[config.mk]
export PLATFORM = sky130hd
export DESIGN_NAME = acfg_top
export DESIGN_NICKNAME = d
export VERILOG_FILES = /design/src/design/acfg_pkg.sv /design/src/design/acfg_top.sv /design/src/design/acfg_fifo_reset.sv
export SDC_FILE = /design/constraint.sdc
export NUM_CORES = 1
export LEC_CHECK = 0
export BUFFER_PORTS_ARGS = -buffer_cell sky130_fd_sc_hd__clkbuf_2
export CAP_MARGIN = 20
export CELL_PAD_IN_SITES_DETAIL_PLACEMENT = 1
export CELL_PAD_IN_SITES_GLOBAL_PLACEMENT = 1
export CORE_MARGIN = 1
export CORE_UTILIZATION = 30
export CTS_CLUSTER_SIZE = 10
export DETAILED_ROUTE_END_ITERATION = 12
export GPL_TIMING_DRIVEN = 0
export PLACE_DENSITY = 0.68
export SLEW_MARGIN = 30
export SYNTH_ARGS = -nofsm -noshare
export SYNTH_HDL_FRONTEND = slang
export SYNTH_HIERARCHICAL = 1
export SYNTH_SLANG_ARGS = --single-unit
[constraint.sdc]
create_clock -name core_clk -period 1.6 [get_ports core_clk]
set_clock_uncertainty 0.1 [all_clocks]
set_input_delay 0.08 -clock core_clk [delete_from_list [all_inputs] [get_ports core_clk]]
set_output_delay 0.08 -clock core_clk [all_outputs]
set_load 0.01 [all_outputs]
[src/design/acfg_pkg.sv]
// package: register map, field layout, reset values and carriers for the audio port config block
package acfg_pkg;
	localparam int ADDR_W = 8;
	localparam logic [7:0] OFS_MASTER_CLOCK_DIVIDER = 8'h00ac;
	localparam logic [7:0] OFS_SAMPLE_RATE_CONFIG = 8'h00b0;
	localparam logic [7:0] OFS_PDM_CONFIG = 8'h00b4;
	localparam logic [7:0] OFS_PDM_FREQUENCY_CONFIG = 8'h00b8;
	localparam logic [7:0] OFS_PORT_STATE = 8'h00bc;
	localparam logic [7:0] OFS_MODE_CONTROL = 8'h00a8;
	localparam logic [7:0] OFS_FIFO_CONTROL = 8'h00a4;

	// writable bit masks per register
	localparam logic [31:0] MASK_MCLK = 32'h002f_ffff;
	localparam logic [31:0] MASK_SRATE = 32'h00ff_ffff;
	localparam logic [31:0] MASK_PDM = 32'h01ff_ffff;
	localparam logic [31:0] MASK_PFREQ = 32'h000f_ffff;
	localparam logic [31:0] MASK_MODE = 32'h0000_003f;

	// reset values
	localparam logic [31:0] RST_MCLK = 32'h0000_0004;
	localparam logic [31:0] RST_SRATE = 32'h0000_0000;
	localparam logic [31:0] RST_PDM = 32'h0000_0000;
	localparam logic [31:0] RST_PFREQ = 32'h0000_0000;
	localparam logic [31:0] RST_MODE = 32'h0000_0000;

	// master clock divider fields
	localparam int MCLK_INT_LSB = 0;
	localparam int MCLK_NUM_LSB = 8;
	localparam int MCLK_DEN_LSB = 14;
	localparam int MCLK_APLL_BIT = 21;
	// sample rate fields
	localparam int SR_TX_DIV_LSB = 0;
	localparam int SR_RX_DIV_LSB = 6;
	localparam int SR_TX_BITS_LSB = 12;
	localparam int SR_RX_BITS_LSB = 18;
	// pdm config fields
	localparam int PDM_TX_EN_BIT = 0;
	localparam int PDM_RX_EN_BIT = 1;
	localparam int PDM_S2D_EN_BIT = 2;
	localparam int PDM_D2S_EN_BIT = 3;
	localparam int PDM_OSR_LSB = 4;
	localparam int PDM_HP_SHIFT_LSB = 12;
	localparam int PDM_LP_SHIFT_LSB = 14;
	localparam int PDM_SINC_SHIFT_LSB = 16;
	localparam int PDM_SD_SHIFT_LSB = 18;
	localparam int PDM_DSR_BIT = 22;
	localparam int PDM_HP_BYP_BIT = 24;
	// pdm frequency fields
	localparam int PF_FS_LSB = 0;
	localparam int PF_FP_LSB = 10;
	// mode control fields
	localparam int MODE_CAM_VALID_BIT = 0;
	localparam int MODE_EXT_START_BIT = 1;
	localparam int MODE_DISP_BIT = 2;
	localparam int MODE_PAIR_DUP_BIT = 3;
	localparam int MODE_WR_TWICE_BIT = 4;
	localparam int MODE_CAM_BIT = 5;
	// fifo control / port state bits
	localparam int FIFO_RX_RST_BIT = 0;
	localparam int FIFO_TX_RST_BIT = 1;
	localparam int ST_RX_BACK_BIT = 0;
	localparam int ST_TX_BACK_BIT = 1;
	localparam int ST_TX_IDLE_BIT = 2;

	localparam int DEC_SLOW = 128;
	localparam int DEC_FAST = 64;
	localparam int INTERP_BASE = 64;

	typedef enum logic [1:0] {SCALE_HALF, SCALE_ONE, SCALE_TWO, SCALE_FOUR} acfg_scale_t;

	typedef struct packed {
		logic [7:0] master_div_integer;
		logic [5:0] master_div_numerator;
		logic [5:0] master_div_denominator;
		logic audio_pll_clock_enable;
	} acfg_clk_t;

	typedef struct packed {
		logic [5:0] rx_sample_bit_length;
		logic [5:0] tx_sample_bit_length;
		logic [5:0] rx_bit_clock_divider;
		logic [5:0] tx_bit_clock_divider;
	} acfg_rate_t;

	typedef struct packed {
		logic tx_highpass_bypass;
		logic [7:0] rx_decimation;
		logic [13:0] tx_interp_rate;
		acfg_scale_t tx_modulator_input_scale;
		acfg_scale_t tx_sinc_input_scale;
		acfg_scale_t tx_lowpass_input_scale;
		acfg_scale_t tx_highpass_input_scale;
		logic density_to_sample_enable;
		logic sample_to_density_enable;
		logic rx_pdm_enable;
		logic tx_pdm_enable;
		logic [9:0] density_output_freq_param;
		logic [9:0] sample_input_freq_param;
	} acfg_pdm_t;

	typedef struct packed {
		logic camera_internal_valid_enable;
		logic external_converter_start_enable;
		logic display_mode_enable;
		logic display_pair_duplicate_enable;
		logic display_write_twice_enable;
		logic camera_mode_enable;
	} acfg_mode_t;
endpackage

[src/design/acfg_top.sv]
// audio serial port clock, pdm and mode configuration registers with state readback
//
// The plain strobed port was decided locally.
module acfg_top (
	input wire logic core_clk, // 50 MHz system clock
	input wire logic sys_rst, // synchronous reset, active high
	input wire logic [acfg_pkg::ADDR_W-1:0] reg_addr, // byte address
	input wire logic [31:0] reg_wdata, // write data
	input wire logic reg_wr, // write strobe
	input wire logic reg_rd, // read strobe
	output logic [31:0] reg_rdata, // read data, valid the cycle after reg_rd
	input wire logic rx_fifo_rst_done, // datapath: receive fifo reset complete
	input wire logic tx_fifo_rst_done, // datapath: transmit fifo reset complete
	input wire logic tx_busy, // datapath: transmitter sending
	output logic rx_fifo_rst, // receive fifo reset level
	output logic tx_fifo_rst, // transmit fifo reset level
	output acfg_pkg::acfg_clk_t clk_cfg, // master clock settings
	output acfg_pkg::acfg_rate_t rate_cfg, // per-direction length and divider
	output acfg_pkg::acfg_pdm_t pdm_cfg, // decoded pdm settings
	output acfg_pkg::acfg_mode_t mode_cfg // camera and display modes
);
	logic [31:0] mclk_reg;
	logic [31:0] srate_reg;
	logic [31:0] pdm_reg;
	logic [31:0] pfreq_reg;
	logic [31:0] mode_reg;
	logic [31:0] rdata_reg;
	logic [31:0] rdata_next;
	logic [31:0] state_word;
	logic rx_back;
	logic tx_back;
	logic tx_idle_reg;
	logic rx_req;
	logic tx_req;
	logic [7:0] osr;

	// a write strobe to the fifo control word requests fifo resets, bits are not stored
	assign rx_req = reg_wr && (reg_addr == acfg_pkg::OFS_FIFO_CONTROL)
		&& reg_wdata[acfg_pkg::FIFO_RX_RST_BIT];
	assign tx_req = reg_wr && (reg_addr == acfg_pkg::OFS_FIFO_CONTROL)
		&& reg_wdata[acfg_pkg::FIFO_TX_RST_BIT];

	acfg_fifo_reset u_rx_rst (
		.core_clk(core_clk),
		.sys_rst(sys_rst),
		.req(rx_req),
		.done(rx_fifo_rst_done),
		.fifo_rst(rx_fifo_rst),
		.busy(rx_back)
	);

	acfg_fifo_reset u_tx_rst (
		.core_clk(core_clk),
		.sys_rst(sys_rst),
		.req(tx_req),
		.done(tx_fifo_rst_done),
		.fifo_rst(tx_fifo_rst),
		.busy(tx_back)
	);

	// idle sampled on the system clock; the datapath shares this clock
	always_ff @(posedge core_clk) begin
		if (sys_rst) begin
			tx_idle_reg <= 1'b1;
		end else begin
			tx_idle_reg <= ~tx_busy;
		end
	end

	// masked stores keep reserved bits at zero so readback matches written fields
	always_ff @(posedge core_clk) begin
		if (sys_rst) begin
			mclk_reg <= acfg_pkg::RST_MCLK;
		end else if (reg_wr && reg_addr == acfg_pkg::OFS_MASTER_CLOCK_DIVIDER) begin
			mclk_reg <= reg_wdata & acfg_pkg::MASK_MCLK;
		end
	end

	always_ff @(posedge core_clk) begin
		if (sys_rst) begin
			srate_reg <= acfg_pkg::RST_SRATE;
		end else if (reg_wr && reg_addr == acfg_pkg::OFS_SAMPLE_RATE_CONFIG) begin
			srate_reg <= reg_wdata & acfg_pkg::MASK_SRATE;
		end
	end

	always_ff @(posedge core_clk) begin
		if (sys_rst) begin
			pdm_reg <= acfg_pkg::RST_PDM;
		end else if (reg_wr && reg_addr == acfg_pkg::OFS_PDM_CONFIG) begin
			pdm_reg <= reg_wdata & acfg_pkg::MASK_PDM;
		end
	end

	always_ff @(posedge core_clk) begin
		if (sys_rst) begin
			pfreq_reg <= acfg_pkg::RST_PFREQ;
		end else if (reg_wr && reg_addr == acfg_pkg::OFS_PDM_FREQUENCY_CONFIG) begin
			pfreq_reg <= reg_wdata & acfg_pkg::MASK_PFREQ;
		end
	end

	always_ff @(posedge core_clk) begin
		if (sys_rst) begin
			mode_reg <= acfg_pkg::RST_MODE;
		end else if (reg_wr && reg_addr == acfg_pkg::OFS_MODE_CONTROL) begin
			mode_reg <= reg_wdata & acfg_pkg::MASK_MODE;
		end
	end

	always_comb begin
		state_word = 32'h0000_0000;
		state_word[acfg_pkg::ST_RX_BACK_BIT] = rx_back;
		state_word[acfg_pkg::ST_TX_BACK_BIT] = tx_back;
		state_word[acfg_pkg::ST_TX_IDLE_BIT] = tx_idle_reg;
	end

	// port state has no write path at all, so writes there fall through
	always_comb begin
		if (reg_addr == acfg_pkg::OFS_MASTER_CLOCK_DIVIDER) begin
			rdata_next = mclk_reg;
		end else if (reg_addr == acfg_pkg::OFS_SAMPLE_RATE_CONFIG) begin
			rdata_next = srate_reg;
		end else if (reg_addr == acfg_pkg::OFS_PDM_CONFIG) begin
			rdata_next = pdm_reg;
		end else if (reg_addr == acfg_pkg::OFS_PDM_FREQUENCY_CONFIG) begin
			rdata_next = pfreq_reg;
		end else if (reg_addr == acfg_pkg::OFS_PORT_STATE) begin
			rdata_next = state_word;
		end else if (reg_addr == acfg_pkg::OFS_MODE_CONTROL) begin
			rdata_next = mode_reg;
		end else begin
			rdata_next = 32'h0000_0000;
		end
	end

	// read data stands only in the cycle after the strobe
	always_ff @(posedge core_clk) begin
		if (sys_rst) begin
			rdata_reg <= 32'h0000_0000;
		end else if (reg_rd) begin
			rdata_reg <= rdata_next;
		end else begin
			rdata_reg <= 32'h0000_0000;
		end
	end

	assign reg_rdata = rdata_reg;

	assign clk_cfg.master_div_integer = mclk_reg[acfg_pkg::MCLK_INT_LSB +: 8];
	assign clk_cfg.master_div_numerator = mclk_reg[acfg_pkg::MCLK_NUM_LSB +: 6];
	assign clk_cfg.master_div_denominator = mclk_reg[acfg_pkg::MCLK_DEN_LSB +: 6];
	assign clk_cfg.audio_pll_clock_enable = mclk_reg[acfg_pkg::MCLK_APLL_BIT];

	assign rate_cfg.rx_sample_bit_length = srate_reg[acfg_pkg::SR_RX_BITS_LSB +: 6];
	assign rate_cfg.tx_sample_bit_length = srate_reg[acfg_pkg::SR_TX_BITS_LSB +: 6];
	assign rate_cfg.rx_bit_clock_divider = srate_reg[acfg_pkg::SR_RX_DIV_LSB +: 6];
	assign rate_cfg.tx_bit_clock_divider = srate_reg[acfg_pkg::SR_TX_DIV_LSB +: 6];

	assign osr = pdm_reg[acfg_pkg::PDM_OSR_LSB +: 8];
	assign pdm_cfg.tx_highpass_bypass = pdm_reg[acfg_pkg::PDM_HP_BYP_BIT];
	// decimation and interpolation handed out as ready-made rates
	assign pdm_cfg.rx_decimation = pdm_reg[acfg_pkg::PDM_DSR_BIT] ?
		8'(acfg_pkg::DEC_SLOW) : 8'(acfg_pkg::DEC_FAST);
	assign pdm_cfg.tx_interp_rate = 14'({6'h00, osr} * 14'(acfg_pkg::INTERP_BASE));
	// scale codes are already enumerated in halve, pass, double, quadruple order
	assign pdm_cfg.tx_modulator_input_scale =
		acfg_pkg::acfg_scale_t'(pdm_reg[acfg_pkg::PDM_SD_SHIFT_LSB +: 2]);
	assign pdm_cfg.tx_sinc_input_scale =
		acfg_pkg::acfg_scale_t'(pdm_reg[acfg_pkg::PDM_SINC_SHIFT_LSB +: 2]);
	assign pdm_cfg.tx_lowpass_input_scale =
		acfg_pkg::acfg_scale_t'(pdm_reg[acfg_pkg::PDM_LP_SHIFT_LSB +: 2]);
	assign pdm_cfg.tx_highpass_input_scale =
		acfg_pkg::acfg_scale_t'(pdm_reg[acfg_pkg::PDM_HP_SHIFT_LSB +: 2]);
	assign pdm_cfg.density_to_sample_enable = pdm_reg[acfg_pkg::PDM_D2S_EN_BIT];
	assign pdm_cfg.sample_to_density_enable = pdm_reg[acfg_pkg::PDM_S2D_EN_BIT];
	assign pdm_cfg.rx_pdm_enable = pdm_reg[acfg_pkg::PDM_RX_EN_BIT];
	assign pdm_cfg.tx_pdm_enable = pdm_reg[acfg_pkg::PDM_TX_EN_BIT];
	assign pdm_cfg.density_output_freq_param = pfreq_reg[acfg_pkg::PF_FP_LSB +: 10];
	assign pdm_cfg.sample_input_freq_param = pfreq_reg[acfg_pkg::PF_FS_LSB +: 10];

	assign mode_cfg.camera_internal_valid_enable =
		mode_reg[acfg_pkg::MODE_CAM_VALID_BIT];
	assign mode_cfg.camera_mode_enable = mode_reg[acfg_pkg::MODE_CAM_BIT];
	assign mode_cfg.external_converter_start_enable =
		mode_reg[acfg_pkg::MODE_EXT_START_BIT];
	assign mode_cfg.display_mode_enable = mode_reg[acfg_pkg::MODE_DISP_BIT];
	// duplication modes only act while display mode is on
	assign mode_cfg.display_pair_duplicate_enable =
		mode_reg[acfg_pkg::MODE_PAIR_DUP_BIT] & mode_reg[acfg_pkg::MODE_DISP_BIT];
	assign mode_cfg.display_write_twice_enable =
		mode_reg[acfg_pkg::MODE_WR_TWICE_BIT] & mode_reg[acfg_pkg::MODE_DISP_BIT];
endmodule

[src/design/acfg_fifo_reset.sv]
// fifo reset tracker: holds a busy flag from request until the datapath acknowledges
module acfg_fifo_reset (
	input wire logic core_clk, // system clock
	input wire logic sys_rst, // synchronous reset, active high
	input wire logic req, // one-cycle reset request from software
	input wire logic done, // datapath reports reset complete, level or pulse
	output logic fifo_rst, // reset level to the fifo
	output logic busy // reads 1 while the reset is in progress
);
	logic busy_reg;

	// request beats a simultaneous done so a fresh reset is never dropped
	always_ff @(posedge core_clk) begin
		if (sys_rst) begin
			busy_reg <= 1'b0;
		end else if (req) begin
			busy_reg <= 1'b1;
		end else if (done) begin
			busy_reg <= 1'b0;
		end
	end

	assign busy = busy_reg;
	assign fifo_rst = busy_reg;
endmodule

Word level (Yosys, flattened, before mapping)
Index checks and enable logic that the tools add are counted.
{"block": "op_classes", "eq_ne": 7, "mux": 11, "bitwise": 4, "reduce_logical": 14}
{"op": "$eq 8x8->1 const B", "n": 7}
{"op": "$mux 25", "n": 1}
{"op": "$mux 24", "n": 1}
{"op": "$mux 22", "n": 1}
{"op": "$mux 20", "n": 1}
{"op": "$mux 6", "n": 2}
{"op": "$logic_and 1x1->1", "n": 8}
{"op": "$mux 8", "n": 1}
{"op": "$reduce_or 7->1", "n": 1}
{"op": "$mux 1", "n": 4}
{"op": "$reduce_bool 2->1", "n": 2}
{"op": "$reduce_or 4->1", "n": 1}
{"op": "$reduce_or 3->1", "n": 1}
{"op": "$and 1x1->1", "n": 2}
{"op": "$not 1->1", "n": 2}
{"op": "$reduce_or 2->1", "n": 1}
{"block": "totals", "register_bits": 131}

Depth between registers and ports, before layout
Gate-level depths: netlist (run 1).
{"block": "logic_depth", "ltp_word": 7, "mapped_depth": 7, "depth_no_buf": 5}

Cells and area by module
The synthesis (run 1) kept the hierarchy.
{"mod": "acfg_top", "n_inst": 1, "cells_per_inst": 627, "area_each_um2": 5206.2, "seq_area_each_um2": 2442.3}
{"mod": "acfg_fifo_reset", "n_inst": 2, "cells_per_inst": 5, "area_each_um2": 46.3, "seq_area_each_um2": 20.0}

Worst setup path after synthesis (run 1)
OpenSTA, ideal clock, no wires.
{"block": "synth_path", "path_kind": "input to register", "from": "input reg_addr[4] (netlist bit)", "to": "register rdata_reg[0] (netlist: reg_rdata[0])", "setup_ps": 118, "arrival_time_ps": 1198, "required_ps": 1382, "setup_slack_ps": 184, "stages": 6, "cell_sequence": "buf_2 > nand4b_2 > or4_1 > buf_2 > o21ai_1 > o21ai_1"}
{"block": "synth_via", "elab_chain_cells": 7, "word_cells_on_any_way": 12, "cone_classes": "eq/ne: 6; mux: 6"}
{"item": "start, declared", "line": "acfg_top.sv:7", "source": "input wire logic [acfg_pkg::ADDR_W-1:0] reg_addr,"}
{"item": "$eq 8x8->1", "line": "acfg_top.sv:130", "source": "end else if (reg_addr == acfg_pkg::OFS_MODE_CONTROL) begin"}
{"item": "$mux 6", "line": "acfg_top.sv:130"}
{"item": "$mux 6", "line": "acfg_top.sv:128", "source": "end else if (reg_addr == acfg_pkg::OFS_PORT_STATE) begin"}
{"item": "$mux 20", "line": "acfg_top.sv:126", "source": "end else if (reg_addr == acfg_pkg::OFS_PDM_FREQUENCY_CONFIG) begin"}
{"item": "$mux 25", "line": "acfg_top.sv:124", "source": "end else if (reg_addr == acfg_pkg::OFS_PDM_CONFIG) begin"}
{"item": "$mux 24", "line": "acfg_top.sv:122", "source": "end else if (reg_addr == acfg_pkg::OFS_SAMPLE_RATE_CONFIG) begin"}
{"item": "$mux 22 (*)", "line": "acfg_top.sv:120", "source": "if (reg_addr == acfg_pkg::OFS_MASTER_CLOCK_DIVIDER) begin"}
{"item": "end signal, assigned", "line": "acfg_top.sv:142", "source": "rdata_reg <= rdata_next;"}
{"item": "end, declared", "line": "acfg_top.sv:27", "source": "logic [31:0] rdata_reg;"}
Every way passes the cells marked *; elsewhere a longest branch is shown, timed or not.
A chain may end at the register's enable or synchronous reset.

Final worst setup path (run 1)
{"block": "layout_path", "from": "input sys_rst", "to": "register rdata_reg[11] (netlist: reg_rdata[11])"}
{"block": "layout_via", "elab_chain_cells": 1}
{"item": "start, declared", "line": "acfg_top.sv:6", "source": "input wire logic sys_rst,"}
{"item": "$reduce_or 2->1 (no source line)"}
No other way between the ends.

==> results of run 1 <==
## per-layer routing
metal,part of all wire,global-route usage
met5,0,0
met4,0.023,0.0818
met3,0.052,0.0447
met2,0.47,0.364
met1,0.46,0.286
## timing repair
action,in CTS,in global routing
gates resized for setup,2,9
hold buffers,30,0
endpoints found under the setup margin,12,46
endpoints found under the hold margin,99,0
pin swaps,0,1
buffers inserted,0,1
## critical path: cells and delay by family
family / cells / cell delay [ps]
buffers and inverters: 3 / 690
AND/OR/NAND/NOR: 2 / 710
AO/OA/AOI/OAI: 2 / 260
## cell usage after synthesis, types with 3 or more instances
library cell  count  area share
o31ai_1           3      0.0042
inv_1            22       0.016
o211ai_1          3      0.0042
a32oi_1           4      0.0066
buf_2            16       0.015
buf_4            49       0.069
nor2_1           58       0.041
nand3_1           4      0.0038
o21ai_1          34       0.032
and2_1            4      0.0047
o32ai_1           3      0.0050
nand2b_1          7      0.0083
nand2_1         127       0.090
clkbuf_1         20       0.014
dfxtp_1         124        0.47
mux2i_1          49       0.093
a21oi_1          81       0.077
or3_1             3      0.0035
## cell families after synthesis
family,Yosys count,share of synthesized area
AO/OA/AOI/OAI,131,0.134
buffers and inverters,108,0.115
flip-flops,124,0.468
multiplexers,50,0.0947
other,1,0.000708
AND/OR/NAND/NOR,223,0.187
## how the worst max path moves through the flow
stage | start | cells past startpoint | slack (ps) | endpoint
after global routing | sys_rst | 5 | 3 | mclk_reg[8]
after floorplan | reg_addr[4] | 6 | 180 | reg_rdata[0]
after detailed placement | sys_rst | 7 | -520 | reg_rdata[13]
after CTS | reg_addr[2] | 6 | 4 | pdm_reg[1]
final | sys_rst | 7 | 110 | reg_rdata[11]
after global placement | sys_rst | 7 | -500 | reg_rdata[9]
## final cells by class
type                            instances  share of cell area
Sequential cell                       124               0.335
Multi-Input combinational cell        423               0.308
Timing Repair Buffer                  189               0.148
Buffer                                 85              0.0714
Clock buffer                           21              0.0648
Tap cell                              225              0.0380
Clock inverter                         11              0.0221
Inverter                               23              0.0122
## through the flow
stage | hold WS [ps] | util
floorplan | 42.4 | -
global placement | 175 | 0.372
detailed placement | 181 | 0.372
CTS | 48.8 | 0.427
global route | 67.6 | 0.428
finish | 76.5 | 0.428
## layout by cell type (no fill, tap or decap), types with 2 or more instances in the layout
master,count
mux2i_1,49
clkinv_2,4
and4b_1,2
buf_2,16
inv_1,22
bufinv_16,4
dlygate4sd3_1,30
o21ai_1,34
nand3_1,4
clkbuf_8,4
clkbuf_16,17
and4_1,2
o211ai_1,3
buf_4,50
clkinvlp_4,3
nor3_2,2
nand2_1,127
dfxtp_1,124
conb_1,19
nand2b_1,7
or3_1,3
o32ai_1,3
clkbuf_2,163
and2_1,4
clkbuf_1,15
a32oi_1,4
o31ai_1,3
a21oi_2,2
a21oi_1,81
nor2_1,58
## power groups by stage
stage	Clock (mW)	Combinational, mW	Sequential [mW]
global placement	0	0.355	3.16
floorplan	0	0.185	3.16
CTS	4.28	0.418	3.10
detailed placement	0	0.356	3.16
global route	4.43	0.459	3.10
finish	4.22	0.424	3.10
==> run_results.csv, run 1 <==
group,metric,value,unit
sta,hold_viol_final,0,
min_path,hold_depth,3,
logic_synthesis,synth_edf_count,0,
sta,maxSlewHeadroom,0.516,
logic_synthesis,syn_inst,637,
critical_path,max_stage_delay,370,ps
placed_design,routabilityCongestion,0.766,
placed_design,dp_cells,1038,
sta,timing.fmax,669,MHz
final_layout,ff_latch_area,2480,um2
clocking,numCtsBuffers,17,
critical_path,startpoint_type,"input pin",
placed_design,numPortBuffers,158,
sta,rsz0062_at_grt,"no",
sta,fin_crit_sh,0.934,
global_route,grt_start_max_net_pins,17,
logic_synthesis,ys.flop_type,"dfxtp_1",
final_layout,multi_input_area,2280,um2
logic_synthesis,synthArstFlopShare,0,
routing,wirelength,19.6,mm
power_and_ir_drop,p_seq_frac,0.400,
critical_path,rr_startpoint,"mode_reg[2]",
final_layout,instances_no_fill,1101,
power_and_ir_drop,pwr-share-comb,0.055,
min_path,min_from,"reg_rd",
flow_run,drv_cap,0,
critical_path,r2r-end,"reg_rdata[2]",
global_route,grt_usage,0.222,
placed_design,dp_slack,-519,ps
logic_synthesis,ys_warn_count,6,
global_route,grt_pass1_wl,29.7,mm
die,core_area,17300,um2
critical_path,cp_max_fo,10,
min_path,hp-class,"in2reg",
critical_path,critPathKind,"in2reg",
critical_path,cp-end-kind,"flip-flop",
min_path,min_to,"reg_rdata[21]",
clocking,cts_buffer_depth,2,
global_route,grt-ovfl-total,0,
power_and_ir_drop,leakagePower,3.50,nW
clocking,htree_levels,4,
die,initial_utilization,0.306,
power_and_ir_drop,pwr-share-clk,0.545,
critical_path,path_cells,"clkbuf_2 > clkbuf_1 > nand2b_1 > nor4_4 > buf_2 > o21ai_1 > o21ai_1",
final_layout,synthToLayoutAreaGrowth,39.8,%
global_route,antenna_found_initial,0,
placed_design,dpl_cell_area,6440,um2
die,die_h,135,um
routing,dr_total_vias,5180,
status,status,"finished, final reports clean",
power_and_ir_drop,swShare,0.222,
routing,drt_iter0_markers,205,
die,die_w,135,um
routing,dr.pass1.iters,4,
power_and_ir_drop,p_switching,1.72,mW
die,dieArea,18200,um2
die,num_rows,48,
routing,post_drt_wl_per_cell,17.8,um
critical_path,rrSetupSlack,300,ps
logic_synthesis,synth.avg_cell_area,8.32,um2
logic_synthesis,synth_seq_cells,124,
clocking,clk_latency,420,ps
clocking,cts_sinks,124,
routing,vias_per_cell,4.70,
routing,drc,0,
clocking,cts_tree,"built",
logic_synthesis,synth_area,5300,um2
sta,final-setup-viol-count,0,
placed_design,detailed_place_hpwl,13.6,mm
power_and_ir_drop,p_per_area,1040,nW/um2
sta,post-route-worst-setup-slack,106,ps
critical_path,crit_arrival,1740,ps
critical_path,cpMaxStageDelayCell,"nor4_4",
critical_path,cpMostUsedCell,"o21ai_1",
logic_synthesis,synth_cell_type_count,39,
critical_path,r2r_cells,4,
power_and_ir_drop,ir_worst_vdd,0.000764,V
final_layout,num-nets-final,910,
die,ios,187,
final_layout,drive_above_1_share,0.312,
clocking,clk_pin_slew,60,ps
sta,worstMarginPinSlew,722,ps
final_layout,antenna_cells,0,
final_layout,final_area,7410,um2
sta,tns,0,ps
critical_path,required,1850,ps
final_layout,fill_cells,2136,
power_and_ir_drop,p_total,7.74,mW
global_route,grt_pass1_vias,5187,
routing,ant_nets,0,
logic_synthesis,ys_seq_area_frac,0.468,
sta,min_period,1490,ps
power_and_ir_drop,p_int,6.02,mW
clocking,root_buffer,"clkbuf_16",
sta,report.final.slew_viol_count,0,
(Power assumes the default switching activity.)
==> run 2, diff against run 1 <==
- PLACE_DENSITY: 0.68 -> 0.67
==> run 2 against run 1 <==
Compared with the run above:
- power up 3.1%
- register-to-register slack about the same
- sequential share of layout area down 0.090 points
- cell area up 0.27%
- clock power up 5.7%
- die area unchanged
- global-route usage down 0.34 points
- non-clock buffer count down 1
- first-iteration DRC count down 2.9%
- maximum frequency down 2.2%
==> run_results.csv, run 2 (same netlist as run 1, synthesis figures left out) <==
group,metric,value,unit
sta,report.final.slew_viol_count,0,
final_layout,synthToLayoutAreaGrowth,40.2,%
die,core_area,17300,um2
critical_path,startpoint_type,"input pin",
power_and_ir_drop,p_per_area,1070,nW/um2
clocking,cts_sinks,124,
routing,drc,0,
clocking,clk_latency,440,ps
critical_path,critPathKind,"in2reg",
flow_run,drv_cap,0,
clocking,clk_pin_slew,60,ps
sta,min_period,1530,ps
critical_path,rr_startpoint,"pfreq_reg[2]",
power_and_ir_drop,ir_worst_vdd,0.000760,V
power_and_ir_drop,p_seq_frac,0.388,
final_layout,final_common_cell,"clkbuf_2",
global_route,grt_use_met3,0.0353,
sta,hold_viol_final,0,
critical_path,crit_arrival,1720,ps
final_layout,final_area,7430,um2
placed_design,routabilityCongestion,0.798,
placed_design,numPortBuffers,158,
sta,timing.fmax,655,MHz
die,ios,187,
power_and_ir_drop,swShare,0.216,
global_route,antenna_found_initial,0,
final_layout,drive_above_1_share,0.306,
placed_design,detailed_place_hpwl,13.6,mm
sta,rsz0062_at_grt,"yes",
clocking,cts_tree,"built",
sta,fin_crit_sh,0.955,
min_path,hp-class,"in2reg",
global_route,grt_pass1_wl,29.3,mm
min_path,min_from,"reg_rd",
sta,final-setup-viol-count,0,
clocking,postCtsSetupBuffers,0,
global_route,busiest_layer,"met2",
critical_path,required,1790,ps
final_layout,num-nets-final,909,
power_and_ir_drop,p_switching,1.72,mW
die,num_rows,48,
critical_path,r2r_cells,3,
routing,dr_total_vias,5171,
die,dieArea,18200,um2
critical_path,cp-end-kind,"flip-flop",
routing,drt_iter0_markers,199,
status,status,"finished, final reports clean",
global_route,grt-ovfl-total,0,
sta,maxSlewHeadroom,0.522,
routing,dr.pass1.iters,4,
critical_path,cp_max_fo,10,
critical_path,r2r-end,"reg_rdata[2]",
sta,worstMarginPinSlew,716,ps
critical_path,cp-startpoint,"reg_wr",
final_layout,fin_util,0.430,
final_layout,layout_common_cells,"161 x clkbuf_2, 127 x nand2_1, 124 x dfxtp_1",
routing,ant_nets,0,
routing,vias_per_cell,4.70,
die,die_w,135,um
power_and_ir_drop,leakagePower,3.50,nW
global_route,grt_usage,0.218,
clocking,htree_levels,4,
clocking,numCtsBuffers,17,
power_and_ir_drop,pwr-share-comb,0.052,
die,initial_utilization,0.306,
routing,wirelength,19.3,mm
sta,fin_hold_ws,71.8,ps
routing,post_drt_wl_per_cell,17.6,um
clocking,root_buffer,"clkbuf_16",
global_route,grtUsageMet1,0.283,
placed_design,dpl_cell_area,6440,um2
global_route,met2_usage,0.363,
final_layout,antenna_cells,0,
critical_path,rrSetupSlack,300,ps
global_route,grt_pass1_vias,5137,
clocking,cts_buffer_depth,2,
power_and_ir_drop,pwr-share-clk,0.559,
die,die_h,135,um
power_and_ir_drop,p_int,6.26,mW
critical_path,critPathCapture,"mclk_reg[21]",
global_route,grt_start_max_net_pins,17,
## run 2: cell types whose count changed in the layout (fill, tap and decap cells not counted), sizes merged
cell    previous run  this run
clkbuf           199       198
bufinv             4         6
clkinv             5         3
## run 2: area by class of cell
cell class	instances	area, um2
Inverter	23	90.1
Buffer	85	527
Sequential cell	124	2480
Clock inverter	11	214
Tap cell	225	282
Clock buffer	21	460
Multi-Input combinational cell	423	2280
Timing Repair Buffer	188	1090
Fill cell	2133	9870
## run 2: metrics by stage
stage / TNS [ps] / setup slack, ps / power [mW] / cells
after global routing: -80.1 / -14.8 / 8.19 / 1100
final: 0 / 72.6 / 7.98 / 1100
after global placement: -25480 / -499 / 3.52 / 1038
after CTS: 0 / 57.7 / 8.02 / 1100
after floorplan: 0 / 184 / 3.35 / 655
after detailed placement: -27410 / -518 / 3.52 / 1038
## run 2: repair_timing
item                                    4_1_cts  5_1_grt
gates resized for setup                       2        6
hold buffers                                 30        0
hold endpoints to repair                     99        0
endpoints found under the setup margin       10        7
## run 2: worst max-delay path: stages
cell	delay, ps
clkbuf_2	130
dlygate4sd3_1	600
nand3_1	140
buf_2	420
mux2i_1	290
nor2_1	50
## run 2: worst min-delay path by stage
stage	cells after the start	slack [ps]	endpoint
floorplan	1	40	u_rx_rst/busy
global placement	2	170	tx_idle_reg
detailed placement	2	180	tx_idle_reg
CTS	3	50	reg_rdata[21]
global route	3	80	reg_rdata[21]
finish	3	70	reg_rdata[21]
## run 2: metal layers
layer / vias up / routed length [um]
met2: 156 / 9330
met5: - / 0
met4: 0 / 293
li1: 2498 / -
met1: 2497 / 8910
met3: 20 / 779
## run 2: power groups by stage
stage | Sequential [mW] | Clock [mW] | Combinational [mW]
finish | 3.10 | 4.46 | 0.418
global route | 3.10 | 4.64 | 0.454
CTS | 3.10 | 4.51 | 0.417
detailed placement | 3.16 | 0 | 0.353
global placement | 3.16 | 0 | 0.355
floorplan | 3.16 | 0 | 0.185
==> run 3, diff against run 2 <==
- clock period: 1.6 -> 1.7 ns (I/O delays scaled with it)
==> run 3 against run 2 <==
Compared with the run above:
- sequential power down 6%
- non-clock buffer count unchanged
- wire length down 0.29%
- clock power down 5.8%
- critical path depth unchanged
- die area unchanged
- core utilization about the same
- largest cell class unchanged
- highest routed layer unchanged
==> run_results.csv, run 3 (same netlist as run 1, synthesis figures left out) <==
group,metric,value,unit
clocking,htree_levels,4,
die,core_area,17300,um2
power_and_ir_drop,ir_worst_vdd,0.000741,V
global_route,grtUsageMet1,0.286,
critical_path,cp-end-kind,"flip-flop",
critical_path,critPathBufInv,4,
routing,vias_per_cell,4.71,
die,initial_utilization,0.306,
critical_path,startpoint_type,"input pin",
critical_path,rrSetupSlack,400,ps
sta,final-setup-viol-count,0,
clocking,cts_tree,"built",
critical_path,cp_max_fo,10,
power_and_ir_drop,p_per_area,1010,nW/um2
die,dieArea,18200,um2
power_and_ir_drop,pwr-share-clk,0.559,
sta,timing.fmax,637,MHz
clocking,clk_pin_slew,60,ps
status,status,"finished, final reports clean",
sta,report.final.slew_viol_count,0,
routing,post_drt_wl_per_cell,17.5,um
power_and_ir_drop,p_int,5.89,mW
power_and_ir_drop,leakagePower,3.50,nW
routing,drc,0,
routing,wirelength,19.3,mm
global_route,grt-ovfl-total,0,
critical_path,max_stage_delay,360,ps
sta,worstMarginPinSlew,716,ps
final_layout,ff_latch_area,2480,um2
min_path,min_from,"reg_addr[3]",
global_route,grt_start_max_net_pins,17,
critical_path,rr_startpoint,"pfreq_reg[2]",
global_route,grt_pass1_vias,5141,
final_layout,antenna_cells,0,
placed_design,dp_slack,-423,ps
sta,hold_viol_final,0,
global_route,grt_usage,0.219,
critical_path,cpMaxStageDelayCell,"clkbuf_2",
global_route,antenna_found_initial,0,
clocking,cts_sinks,124,
die,die_w,135,um
clocking,cts_buffer_depth,2,
sta,fin_hold_ws,84.7,ps
routing,ant_nets,0,
routing,dr_total_vias,5179,
sta,rsz0062_at_grt,"no",
placed_design,detailed_place_hpwl,13.6,mm
final_layout,synthToLayoutAreaGrowth,40.1,%
global_route,grt_use_met3,0.0353,
final_layout,layout_common_cells,"159 x clkbuf_2, 127 x nand2_1, 124 x dfxtp_1",
min_path,hp-class,"in2reg",
final_layout,fill_cells,2134,
routing,drt_iter0_markers,166,
die,ios,187,
sta,fin_crit_sh,0.923,
critical_path,crit_family,"buffers and inverters",
final_layout,num-nets-final,909,
min_path,min_to,"reg_rdata[24]",
final_layout,final_common_cell,"clkbuf_2",
power_and_ir_drop,p_seq_frac,0.388,
clocking,numCtsBuffers,17,
sta,post-route-worst-setup-slack,130,ps
sta,maxSlewHeadroom,0.523,
global_route,grt_pass1_wl,29.4,mm
critical_path,r2r_cells,3,
global_route,met2_usage,0.360,
critical_path,path_cells,"clkbuf_1 > buf_2 > clkinv_1 > clkbuf_2 > a21oi_1 > o21ai_1",
power_and_ir_drop,swShare,0.215,
placed_design,numPortBuffers,158,
power_and_ir_drop,p_total,7.51,mW
sta,min_period,1570,ps
critical_path,critPathKind,"in2reg",
power_and_ir_drop,p_switching,1.62,mW
clocking,root_buffer,"clkbuf_16",
global_route,busiest_layer,"met2",
die,die_h,135,um
min_path,hold_depth,4,
power_and_ir_drop,pwr-share-comb,0.053,
final_layout,multi_input_area,2280,um2
critical_path,required,1910,ps
final_layout,drive_above_1_share,0.303,
clocking,clk_latency,430,ps
routing,dr.pass1.iters,4,
placed_design,routabilityCongestion,0.798,
clocking,postCtsSetupBuffers,0,
flow_run,drv_cap,0,
critical_path,crit_arrival,1780,ps
die,num_rows,48,
critical_path,r2r-end,"reg_rdata[2]",
[run 3: cell types whose count changed in the layout (fill, tap and decap cells not counted), sizes merged]
cell and delta:
clkbuf +1, clkinvlp -1, buf -1, clkinv +1
[run 3: worst reg2reg max path, cell delays in order (launching register included)]
cell     delay [ps]
dfxtp_1         340
or3_1           390
a32oi_1         270
o21ai_1         100
[run 3: power groups by stage]
stage	combinational, mW	sequential [mW]	clock, mW
after global placement	0.334	2.98	0
after global routing	0.426	2.91	4.37
after floorplan	0.174	2.98	0
after detailed placement	0.332	2.98	0
after CTS	0.390	2.91	4.24
final	0.394	2.91	4.20
[run 3: layout make-up]
type	instances	share of cell area
Inverter	23	0.0116
Clock buffer	21	0.0620
Multi-Input combinational cell	423	0.308
Tap cell	225	0.0379
Buffer	85	0.0706
Timing Repair Buffer	188	0.147
Clock inverter	11	0.0288
Sequential cell	124	0.334
[run 3: layer usage]
metal	share of wire	vias to the layer above	wire length, um
met3	0.040	21	776
met5	0	-	0
met4	0.015	0	295
li1	-	2498	-
met2	0.48	156	9330
met1	0.46	2504	8860
[run 3: how the worst max path moves through the flow]
stage                      startpoint             to  slack, ps  cells past startpoint
final                     reg_addr[2]  reg_rdata[19]        130                      6
after global routing      reg_addr[2]  reg_rdata[19]         40                      6
after CTS                     sys_rst  reg_rdata[13]         40                      7
after detailed placement      sys_rst  reg_rdata[13]       -420                      7
after global placement        sys_rst  reg_rdata[13]       -400                      7
after floorplan           reg_addr[4]   reg_rdata[0]        280                      6
[run 3: through the flow]
step / TNS [ps] / instances / util / instance area (um2)
final: 0 / 1100 / 0.429 / 7420
after detailed placement: -18580 / 1038 / 0.372 / 6440
after global routing: 0 / 1100 / 0.429 / 7420
after global placement: -16710 / 1038 / 0.372 / 6440
after floorplan: 0 / 655 / - / 5370
after CTS: 0 / 1100 / 0.429 / 7410
[run 3: timing repair]
action	CTS	global route
hold buffers	30	0
hold endpoints to repair	99	0
setup endpoints to repair	0	12
resized for setup	0	3
